## config.mk

```make
export PLATFORM = sky130hd
export DESIGN_NAME = rtcv_value_regs
export DESIGN_NICKNAME = d
export VERILOG_FILES = /design/src/verilog/rtcv_pkg.sv /design/src/verilog/rtcv_window_pointer.sv /design/src/verilog/rtcv_value_store.sv /design/src/verilog/rtcv_value_regs.sv
export VERILOG_INCLUDE_DIRS = /design/src /design/src/verilog
export SDC_FILE = /design/constraint.sdc
export NUM_CORES = 1
export LEC_CHECK = 0
export BUFFER_PORTS_ARGS = -buffer_cell sky130_fd_sc_hd__buf_2
export CAP_MARGIN = 25
export CORE_MARGIN = 2
export CORE_UTILIZATION = 51
export DETAILED_ROUTE_END_ITERATION = 12
export PLACE_DENSITY_LB_ADDON = 0.15
export SLEW_MARGIN = 10
export SYNTH_ARGS = -nofsm -noshare
export SYNTH_HDL_FRONTEND = slang
export SYNTH_HIERARCHICAL = 1
export SYNTH_SLANG_ARGS = --single-unit
```

## constraint.sdc

```tcl
create_clock -name hclk -period 2.7 [get_ports hclk]
set_clock_uncertainty 0.1 [all_clocks]
set_input_delay 0.27 -clock hclk [delete_from_list [all_inputs] [get_ports hclk]]
set_output_delay 0.27 -clock hclk [all_outputs]
set_load 0.005 [all_outputs]
```

## src/verilog/rtcv_params.svh

```systemverilog
`ifndef RTCV_PARAMS_SVH
`define RTCV_PARAMS_SVH

`define RTCV_OFS_CONFIG        8'h00
`define RTCV_OFS_ALARM_CONFIG  8'h04
`define RTCV_OFS_TIME_UPPER    8'h08
`define RTCV_OFS_TIME_LOWER    8'h0c
`define RTCV_OFS_ALARM_UPPER   8'h10
`define RTCV_OFS_ALARM_LOWER   8'h14

`define RTCV_BIT_WRITE_ENABLE  13
`define RTCV_BIT_HALF_SECOND   11
`define RTCV_PTR_MSB           9
`define RTCV_PTR_LSB           8

`define RTCV_MASK_MIN_SEC      16'h7f7f
`define RTCV_MASK_WEEKDAY_HRS  16'h073f
`define RTCV_MASK_MONTH_DAY    16'h1f3f
`define RTCV_MASK_YEAR         16'h00ff
`define RTCV_MASK_NONE         16'h0000

`define RTCV_PTR_MIN_SEC       2'h0
`define RTCV_CONFIG_RESET      1'h0
`define RTCV_PTR_RESET         2'h0
`endif

```

## src/verilog/rtcv_pkg.sv

```systemverilog
package rtcv_pkg;
   typedef enum logic [2:0] {
      rtcv_bus_idle,
      rtcv_bus_write,
      rtcv_bus_read_mem,
      rtcv_bus_read_cap,
      rtcv_bus_read_out
   } rtcv_bus_state_t;

   typedef enum logic [2:0] {
      rtcv_tgt_none,
      rtcv_tgt_config,
      rtcv_tgt_alarm_config,
      rtcv_tgt_time_window,
      rtcv_tgt_alarm_window
   } rtcv_target_t;

   typedef logic [2:0] rtcv_slot_t;
endpackage

```

## src/verilog/rtcv_window_pointer.sv

```systemverilog
`timescale 1ns/1ps
`include "rtcv_params.svh"
module rtcv_window_pointer
   import rtcv_pkg::*;
(
   input  wire logic       hclk,
   input  wire logic       hresetn,
   input  wire logic       load,
   input  wire logic [1:0] load_value,
   input  wire logic       step,
   output logic      [1:0] ptr
);
   logic [1:0] base;

   // a software load and a step on the same edge: step applies to the new value
   assign base = load ? load_value : ptr;

   always_ff @(posedge hclk or negedge hresetn)
   begin
      if (!hresetn)
      begin
         ptr <= `RTCV_PTR_RESET;
      end
      else if (step && (base != `RTCV_PTR_MIN_SEC))
      begin
         ptr <= base - 2'h1;
      end
      else
      begin
         ptr <= base;
      end
   end
endmodule // rtcv_window_pointer

```

## src/verilog/rtcv_value_store.sv

```systemverilog
`timescale 1ns/1ps
`include "rtcv_params.svh"
module rtcv_value_store
   import rtcv_pkg::*;
(
   input  wire logic       hclk,
   input  wire logic       hresetn,
   input  wire logic       wr_en,
   input  wire logic       wr_upper,
   input  wire rtcv_slot_t wr_slot,
   input  wire logic [7:0] wr_byte,
   input  wire rtcv_slot_t rd_slot,
   output logic     [15:0] rd_data
);
   // slots 0-3 time, 4-7 alarm; low two bits are the window pointer
   logic [15:0] mem [0:7];
   logic [15:0] wmask;

   function automatic logic [15:0] slot_mask(input rtcv_slot_t slot);
      logic [15:0] m;
      m = `RTCV_MASK_NONE;
      case (slot[1:0])
         2'h0: m = `RTCV_MASK_MIN_SEC;
         2'h1: m = `RTCV_MASK_WEEKDAY_HRS;
         2'h2: m = `RTCV_MASK_MONTH_DAY;
         2'h3: m = slot[2] ? `RTCV_MASK_NONE : `RTCV_MASK_YEAR;
         default: m = `RTCV_MASK_NONE;
      endcase
      return m;
   endfunction

   assign wmask = slot_mask(wr_slot);

   // no reset on contents; software loads them before use
   always_ff @(posedge hclk)
   begin
      if (wr_en && wr_upper)
      begin
         mem[wr_slot][15:8] <= (mem[wr_slot][15:8] & ~wmask[15:8]) | (wr_byte & wmask[15:8]);
      end
      else if (wr_en)
      begin
         mem[wr_slot][7:0] <= (mem[wr_slot][7:0] & ~wmask[7:0]) | (wr_byte & wmask[7:0]);
      end
   end

   always_ff @(posedge hclk or negedge hresetn)
   begin
      if (!hresetn)
      begin
         rd_data <= 16'h0000;
      end
      // alarm slots share the same masks, except slot 7, which is masked to zero
      else
      begin
         rd_data <= mem[rd_slot] & slot_mask(rd_slot);
      end
   end
endmodule // rtcv_value_store

```

## src/verilog/rtcv_value_regs.sv

```systemverilog
`timescale 1ns/1ps
`include "rtcv_params.svh"
module rtcv_value_regs
   import rtcv_pkg::*;
(
   input  wire logic        hclk,
   input  wire logic        hresetn,
   input  wire logic        hsel,
   input  wire logic [31:0] haddr,
   input  wire logic [1:0]  htrans,
   input  wire logic        hwrite,
   input  wire logic [2:0]  hsize,
   input  wire logic [31:0] hwdata,
   input  wire logic        hready,
   output logic             hreadyout,
   output logic      [31:0] hrdata,
   output logic             hresp,
   input  wire logic        second_half_start,
   input  wire logic        second_start,
   output logic             value_write_enable,
   output logic             half_second_status,
   output logic      [1:0]  time_window_pointer,
   output logic      [1:0]  alarm_window_pointer
);
   rtcv_bus_state_t state;
   rtcv_bus_state_t next_state;
   rtcv_target_t    addr_target;
   rtcv_target_t    target;
   rtcv_slot_t      slot;
   rtcv_slot_t      addr_slot;
   logic            addr_upper;
   logic            upper;
   logic            take;
   logic            in_write;
   logic            store_wr_en;
   logic            time_load;
   logic            alarm_load;
   logic            time_step;
   logic            alarm_step;
   logic            min_sec_lower_write;
   logic [15:0]     store_rd_data;
   logic [31:0]     next_rdata;

   // only the low byte decodes; upper address bits must be zero
   function automatic rtcv_target_t decode(input logic [31:0] addr);
      rtcv_target_t t;
      t = rtcv_tgt_none;
      if (addr[31:8] == 24'h000000)
      begin
         case (addr[7:0])
            `RTCV_OFS_CONFIG:       t = rtcv_tgt_config;
            `RTCV_OFS_ALARM_CONFIG: t = rtcv_tgt_alarm_config;
            `RTCV_OFS_TIME_UPPER:   t = rtcv_tgt_time_window;
            `RTCV_OFS_TIME_LOWER:   t = rtcv_tgt_time_window;
            `RTCV_OFS_ALARM_UPPER:  t = rtcv_tgt_alarm_window;
            `RTCV_OFS_ALARM_LOWER:  t = rtcv_tgt_alarm_window;
            default:                t = rtcv_tgt_none;
         endcase
      end
      return t;
   endfunction

   function automatic logic is_upper(input logic [31:0] addr);
      return (addr[7:0] == `RTCV_OFS_TIME_UPPER) || (addr[7:0] == `RTCV_OFS_ALARM_UPPER);
   endfunction

   // address phase: nonseq or seq with hready high; hsize is not decoded
   assign take        = hsel && hready && htrans[1];
   assign addr_target = decode(haddr);
   assign addr_upper  = is_upper(haddr);
   assign addr_slot   = (addr_target == rtcv_tgt_alarm_window) ? {1'b1, alarm_window_pointer}
                                                              : {1'b0, time_window_pointer};
   assign in_write    = (state == rtcv_bus_write);
   assign hresp       = 1'b0;

   // reads wait two cycles so a write in the previous data phase is seen
   assign hreadyout = (state != rtcv_bus_read_mem) && (state != rtcv_bus_read_cap);

   always_comb
   begin
      next_state = state;
      case (state)
         rtcv_bus_read_mem:
            next_state = rtcv_bus_read_cap;
         rtcv_bus_read_cap:
            next_state = rtcv_bus_read_out;
         rtcv_bus_idle, rtcv_bus_write, rtcv_bus_read_out:
         begin
            if (take && hwrite)
            begin
               next_state = rtcv_bus_write;
            end
            else if (take)
            begin
               next_state = rtcv_bus_read_mem;
            end
            else
            begin
               next_state = rtcv_bus_idle;
            end
         end
         default:
            next_state = rtcv_bus_idle;
      endcase
   end

   always_ff @(posedge hclk or negedge hresetn)
   begin
      if (!hresetn)
      begin
         state <= rtcv_bus_idle;
      end
      else
      begin
         state <= next_state;
      end
   end

   // pointer value is frozen into the slot when the address is taken
   always_ff @(posedge hclk or negedge hresetn)
   begin
      if (!hresetn)
      begin
         target <= rtcv_tgt_none;
         slot   <= 3'h0;
         upper  <= 1'b0;
      end
      else if (take)
      begin
         target <= addr_target;
         slot   <= addr_slot;
         upper  <= addr_upper;
      end
   end

   // every read or write of the upper time half steps the pointer down, holding at 0
   assign time_step  = take && (addr_target == rtcv_tgt_time_window) && addr_upper;
   // same for the upper alarm half
   assign alarm_step = take && (addr_target == rtcv_tgt_alarm_window) && addr_upper;
   assign time_load  = in_write && (target == rtcv_tgt_config);
   assign alarm_load = in_write && (target == rtcv_tgt_alarm_config);

   rtcv_window_pointer u_time_pointer (
      .hclk       (hclk),
      .hresetn    (hresetn),
      .load       (time_load),
      .load_value (hwdata[`RTCV_PTR_MSB:`RTCV_PTR_LSB]),
      .step       (time_step),
      .ptr        (time_window_pointer)
   );

   rtcv_window_pointer u_alarm_pointer (
      .hclk       (hclk),
      .hresetn    (hresetn),
      .load       (alarm_load),
      .load_value (hwdata[`RTCV_PTR_MSB:`RTCV_PTR_LSB]),
      .step       (alarm_step),
      .ptr        (alarm_window_pointer)
   );

   always_ff @(posedge hclk or negedge hresetn)
   begin
      if (!hresetn)
      begin
         value_write_enable <= `RTCV_CONFIG_RESET;
      end
      // enable bit lives at bit 13 of config
      else if (time_load)
      begin
         value_write_enable <= hwdata[`RTCV_BIT_WRITE_ENABLE];
      end
   end

   // window writes gated by the enable bit
   assign store_wr_en = in_write && value_write_enable
                        && ((target == rtcv_tgt_time_window) || (target == rtcv_tgt_alarm_window));

   // lower half of time minutes-seconds, only when the write lands
   assign min_sec_lower_write = store_wr_en && !upper && (slot == 3'h0);

   always_ff @(posedge hclk or negedge hresetn)
   begin
      if (!hresetn)
      begin
         half_second_status <= `RTCV_CONFIG_RESET;
      end
      // the engine's set wins over a software clear on the same edge
      else if (second_half_start)
      begin
         half_second_status <= 1'b1;
      end
      else if (min_sec_lower_write || second_start)
      begin
         half_second_status <= 1'b0;
      end
   end

   rtcv_value_store u_store (
      .hclk     (hclk),
      .hresetn  (hresetn),
      .wr_en    (store_wr_en),
      .wr_upper (upper),
      .wr_slot  (slot),
      .wr_byte  (hwdata[7:0]),
      .rd_slot  (slot),
      .rd_data  (store_rd_data)
   );

   always_comb
   begin
      next_rdata = 32'h00000000;
      case (target)
         rtcv_tgt_config:
         begin
            next_rdata[`RTCV_BIT_WRITE_ENABLE]       = value_write_enable;
            next_rdata[`RTCV_BIT_HALF_SECOND]        = half_second_status;
            next_rdata[`RTCV_PTR_MSB:`RTCV_PTR_LSB]  = time_window_pointer;
         end
         rtcv_tgt_alarm_config:
            next_rdata[`RTCV_PTR_MSB:`RTCV_PTR_LSB]  = alarm_window_pointer;
         // unimplemented bits arrive as zero from the store
         rtcv_tgt_time_window, rtcv_tgt_alarm_window:
            next_rdata[7:0] = upper ? store_rd_data[15:8] : store_rd_data[7:0];
         default:
            next_rdata = 32'h00000000;
      endcase
   end

   always_ff @(posedge hclk or negedge hresetn)
   begin
      if (!hresetn)
      begin
         hrdata <= 32'h00000000;
      end
      else if (state == rtcv_bus_read_cap)
      begin
         hrdata <= next_rdata;
      end
   end
endmodule // rtcv_value_regs

```

==> impl_metrics.json, run 1 <==
{
  "status": "finished clean",
  "fillers": 1037,
  "fin_area_mm2": 0.00806,
  "cp_top_family": "simple AND/OR/NAND/NOR gates",
  "die_area_mm2": 0.0145,
  "critical_path_class": "flop to flop",
  "fmax_mhz": 397,
  "multi_input_area_mm2": 0.00201,
  "port_buffers": 69,
  "synth_cell_types": 57,
  "reg2reg_to": "u_store/mem[0][3]",
  "coreArea_mm2": 0.0132,
  "antenna_found_initial": 0,
  "cpPeakStageDelay_ns": 0.52,
  "hold_slack_ns": 0.0533,
  "first_pass_iters": 5,
  "hp-start": "second_start",
  "rsz0062_at_grt": "no",
  "dpl_cell_area_mm2": 0.00751,
  "hold_depth": 3,
  "syn_inst": 454,
  "routed_via_density": 5.42,
  "routed_wl_mm": 13.2,
  "placementRows": 42,
  "finalCritPeriodShare_pct": 93.2,
  "die_w_um": 120,
  "grt_pass1_wl_mm": 21.3,
  "vias": 4025,
  "routedWlPerCell_um": 17.8,
  "cts_tree": "yes",
  "syn_to_final_growth_pct": 16.6,
  "leakage_nw": 2.95,
  "initial_core_util_pct": 52.2,
  "whs_endpoint": "half_second_status",
  "nNetsFinal": 632,
  "critical_path.slowest_cell": "or3b_2",
  "clk_pin_slew_ns": 0.06,
  "grt_pass1_vias": 3968,
  "ys_async_sr_fraction_pct": 26.4,
  "overflow": 0,
  "ir_drop_v": 0.000526,
  "cp.arrival_ns": 2.54,
  "synth_area_mm2": 0.00692,
  "diodes": 0,
  "clock_latency_ns": 0.42,
  "yosysSeqAreaShare_pct": 67.6,
  "drv_cap": 0,
  "track_usage_pct": 19.7,
  "drtIter0Drc": 242,
  "maxSlewHeadroom_pct": 39.6,
  "critical_path_buf_inv_count": 1,
  "synth_edf_count": 120,
  "final_max_slew_viol_count": 0,
  "htree_levels": 4,
  "ys_ff_latch": 163,
  "worst_pin_slew_ns": 0.896,
  "seq_area_mm2": 0.00468,
  "io_pins": 116,
  "dp_hpwl_mm": 9.10,
  "setup_viol": 0,
  "p_per_area_mw_per_mm2": 630,
  "tns_ns": 0,
  "finalHoldViolations": 0,
  "startpoint_type": "flop",
  "ff2ff_path_depth": 6,
  "cts_buffers": 17,
  "die_h_um": 120,
  "clock_sinks": 163,
  "yosysWarnings": 6,
  "crit_chain": "nand2b_1 -> o21ai_0 -> and3_1 -> or3b_2 -> nor3_1 -> buf_4",
  "post-route-util_pct": 60.9,
  "drive_above_1_share_pct": 28.3,
  "drc": 0,
  "cts_resized": 0,
  "grt_max_degree": 38,
  "power.total_mw": 5.08,
  "clock_path_buffers": 2,
  "ys.flop_type": "edfxtp_1",
  "rr_startpoint": "target[1]",
  "avgSynthCellArea_um2": 15.2,
  "root_buffer": "clkbuf_16",
  "startpoint": "target[1]",
  "antenna_left": 0,
  "crit_fanout": 8,
  "post-cts-setup-buffers": 0,
  "hold_path_class": "input pin to flop",
  "worst_ep_required_time_ns": 2.72,
  "r2r_slack_ns": 0.18,
  "place_congestion": 0.758,
  "final.min_clock_period_ns": 2.52,
  "critPathCaptureType": "flop"
}
## Yosys cell counts, types with 3 or more instances
cell	count	area share [%]
nand2b_1	3	0.27
clkbuf_1	5	0.27
nor2_1	20	1.1
o2bb2ai_1	5	0.63
buf_4	24	2.6
nor4_1	6	0.54
a21oi_1	8	0.58
dfrtp_1	43	16
nand3_1	7	0.51
edfxtp_1	120	52
nand2_1	26	1.4
o21ai_0	22	1.6
nor3_1	11	0.80
mux4_1	5	1.9
o211ai_1	4	0.43
nor2b_1	5	0.45
buf_2	10	0.72
nor3b_1	5	0.54
xnor2_1	3	0.38
o211a_1	3	0.43
and2_1	5	0.45
inv_1	8	0.43
mux2i_1	33	4.8
mux4_2	7	2.3
mux2_2	16	2.6
nand3b_1	4	0.43
## metal layers
metal | vias up | global-route usage [%] | routed length (µm)
met5 | - | 0 | 0
met4 | 0 | 7.19 | 208
met3 | 23 | 4.91 | 666
met2 | 119 | 30.6 | 6190
met1 | 1996 | 27.3 | 6150
li1 | 1887 | - | -
## worst register-to-register path: cells and delay by family (launching register included)
kind | cells | cell delay [ns]
AOI/OAI and AO/OA | 1 | 0.28
buffers and inverters | 1 | 0.21
DFF | 1 | 0.42
and+or+nand+nor | 4 | 1.20
## cell usage in the layout, fill, tap and decap left out, types with 16 or more instances in the layout
cell type / synthesis / layout
mux2i_1: 33 / 33
edfxtp_1: 120 / 120
clkbuf_16: 0 / 17
o21ai_0: 22 / 22
nor2_1: 20 / 20
mux2_2: 16 / 16
buf_4: 24 / 27
conb_1: 2 / 22
nand2_1: 26 / 26
buf_2: 10 / 70
dfrtp_1: 43 / 41
## layout make-up
class / instances / share of cell area, %
clock buffer: 20 / 5.42
timing repair buffer: 102 / 7.60
inverter: 8 / 0.372
tap: 176 / 2.73
multi-input combinational: 262 / 24.9
sequential: 163 / 58.1
clock inverter: 11 / 0.869
## flip-flops by register name, summed over array words and instances, names as in the netlist, 2 cells and up
| signal | count |
|---|---|
| u_alarm_pointer/ptr | 2 |
| u_store/mem | 120 |
| state | 3 |
| target | 3 |
| u_time_pointer/ptr | 2 |
| slot | 3 |
| hrdata | 12 |
| u_store/rd_data | 15 |
## metrics by stage
stage               instances  worst slack [ns]
finish                    742             0.183
global route              742            0.0612
CTS                       741             0.236
detailed placement        706             0.266
global placement          706             0.274
floorplan                 474             0.136
## what timing repair did
action                                  CTS  global route
endpoints found under the setup margin    0             0
hold buffers                              4             0
hold endpoints to repair                 33             0
## power by group
part | leakage (nW) | switching [mW] | internal [mW]
logic | 1.10 | 0.134 | 0.104
registers | 1.61 | 0.0272 | 2.73
clock network | 0.248 | 0.860 | 1.23
total | 2.95 | 1.02 | 4.06
## logic make-up after synthesis
group | Yosys count | share of synthesized area (%)
compound gates | 62 | 6.10
xor+xnor | 3 | 0.380
fa+ha+maj | 2 | 0.362
buf+inv | 49 | 4.36
flops | 163 | 67.6
mux | 63 | 12.0
other cells | 2 | 0.109
simple gates | 110 | 9.10
## how the worst max path moves through the flow
stage	endpoint	slack (ns)	cells past startpoint
5_1_grt	u_store/mem[0][3]	0.06	6
3_5_place_dp	u_store/mem[0][2]	0.27	6
2_1_floorplan	u_store/mem[0][0]	0.14	5
6_report	u_store/mem[0][3]	0.18	6
3_3_place_gp	u_store/mem[0][0]	0.27	6
4_1_cts	u_store/mem[0][3]	0.24	6
Power figures use the tool's default switching activity.
==> run 2, diff against run 1 <==
HOLD_SLACK_MARGIN = 0.08   (was not set)
REMOVE_ABC_BUFFERS = 1   (was not set)
==> impl_metrics.json, run 2 (same netlist as run 1, synthesis figures left out) <==
{
  "status": "finished clean",
  "ir_drop_v": 0.000495,
  "place_congestion": 0.791,
  "routedWlPerCell_um": 18.0,
  "track_usage_pct": 20.2,
  "max_flop_register": "u_store/mem",
  "routed_wl_mm": 13.4,
  "placementRows": 42,
  "cts_resized": 0,
  "power.internal_mw": 4.02,
  "grt_pass1_vias": 4033,
  "finalCritPeriodShare_pct": 92.5,
  "setup_viol": 0,
  "die_area_mm2": 0.0145,
  "largest_reg_flops": 120,
  "root_buffer": "clkbuf_16",
  "maxSlewHeadroom_pct": 42.9,
  "dp_hpwl_mm": 9.21,
  "startpoint_type": "flop",
  "post-route-util_pct": 61.4,
  "io_pins": 116,
  "fin_area_mm2": 0.00813,
  "p_clk_share_pct": 41.8,
  "post-cts-setup-buffers": 0,
  "worst_ep_required_time_ns": 2.73,
  "antenna_found_initial": 0,
  "dr_wl_met3_um": 701,
  "critPathCaptureType": "flop",
  "final.min_clock_period_ns": 2.50,
  "clock_sinks": 163,
  "cts_tree": "yes",
  "p_per_area_mw_per_mm2": 631,
  "r2r_slack_ns": 0.20,
  "clock_path_buffers": 2,
  "drtIter0Drc": 297,
  "grt_pass1_wl_mm": 21.6,
  "ff2ff_path_depth": 6,
  "cts_buffers": 17,
  "port_buffers": 69,
  "initial_core_util_pct": 52.2,
  "final_cell_mix": "120 x edfxtp_1, 70 x buf_2, 41 x dfrtp_1",
  "die_w_um": 120,
  "drive_above_1_share_pct": 29.5,
  "drc": 0,
  "vias": 4012,
  "diodes": 0,
  "power.total_mw": 5.13,
  "hold_path_class": "input pin to async pin",
  "fin_ws_ns": 0.203,
  "grt_max_degree": 44,
  "htree_levels": 4,
  "first_pass_iters": 5,
  "holdBufCountCts": 8,
  "nNetsFinal": 635,
  "die_h_um": 120,
  "power_frac_comb_pct": 4.6,
  "pre_cts_ws_ns": 0.223,
  "leakage_nw": 2.97,
  "switching_power_mw": 1.11,
  "routed_via_density": 5.38,
  "met2_wirelength_mm": 6.39,
  "fillers": 1044,
  "drv_cap": 0,
  "fmax_mhz": 400,
  "syn_to_final_growth_pct": 17.6,
  "swShare_pct": 21.7,
  "coreArea_mm2": 0.0132,
  "finalHoldViolations": 0,
  "final_max_slew_viol_count": 0,
  "worst_pin_slew_ns": 0.848,
  "dpl_cell_area_mm2": 0.00750,
  "cp.arrival_ns": 2.52,
  "rsz0062_at_grt": "no",
  "crit_fanout": 8,
  "overflow": 0,
  "topRoutingLayerUsed": "met4",
  "clock_latency_ns": 0.43,
  "reg_top3": "u_store/mem x120, u_store/rd_data x15, hrdata x12",
  "p_seq_share_pct": 53.6,
  "antenna_left": 0,
  "critical_path_class": "flop to flop",
  "m1WireLength_mm": 6.14,
  "clk_pin_slew_ns": 0.06,
  "layout_commonest_cell": "edfxtp_1"
}
run 2: power by group through the flow:
stage | clock, mW | combinational, mW | sequential (mW)
3_3_place_gp | 0 | 0.214 | 2.80
3_5_place_dp | 0 | 0.225 | 2.80
2_1_floorplan | 0 | 0.110 | 2.80
4_1_cts | 2.18 | 0.235 | 2.75
5_1_grt | 2.28 | 0.272 | 2.75
6_report | 2.14 | 0.238 | 2.75
run 2: area by class of cell:
cell class | instances | area [µm²] | share of cell area [%]
flip-flops and latches | 163 | 4680 | 57.6
multi-input cells | 262 | 2010 | 24.7
repair buffers | 105 | 658 | 8.09
clock buffers | 19 | 443 | 5.45
well taps | 176 | 220 | 2.71
clock inverters | 13 | 87.6 | 1.08
inverters | 8 | 30.0 | 0.369
run 2: routing by layer:
layer / up-vias / GRT usage, %
met5: - / 0
met3: 18 / 5.66
met1: 1986 / 26.9
li1: 1898 / -
met2: 110 / 32.5
met4: 0 / 6.54
run 2: worst paths after layout:
check,startpoint,to
setup / recovery,target[1],u_store/mem[0][4]
hold / removal,hresetn,u_alarm_pointer/ptr[1]
setup reg to reg,target[1],u_store/mem[0][4]
hold reg to reg,hrdata[5],hrdata[5]
max in group asynchronous,hresetn,slot[1]
min in group hclk,hwdata[9],u_time_pointer/ptr[1]
run 2: through the flow:
| stage | TNS (ns) | std cells | hold slack, ns |
|---|---|---|---|
| after floorplan | -1.73 | 433 | -0.126 |
| after global placement | 0 | 704 | 0.353 |
| after detailed placement | 0 | 704 | 0.370 |
| after CTS | 0 | 744 | 0.0866 |
| after global routing | 0 | 746 | 0.107 |
| final | 0 | 746 | 0.0981 |
run 2: critical path, cell delays in order (launching register included):
cell	delay (ns)
dfrtp_1	0.41
nand2b_1	0.15
o21ai_0	0.28
and3_1	0.35
or3b_2	0.52
nor3_1	0.16
buf_4	0.22
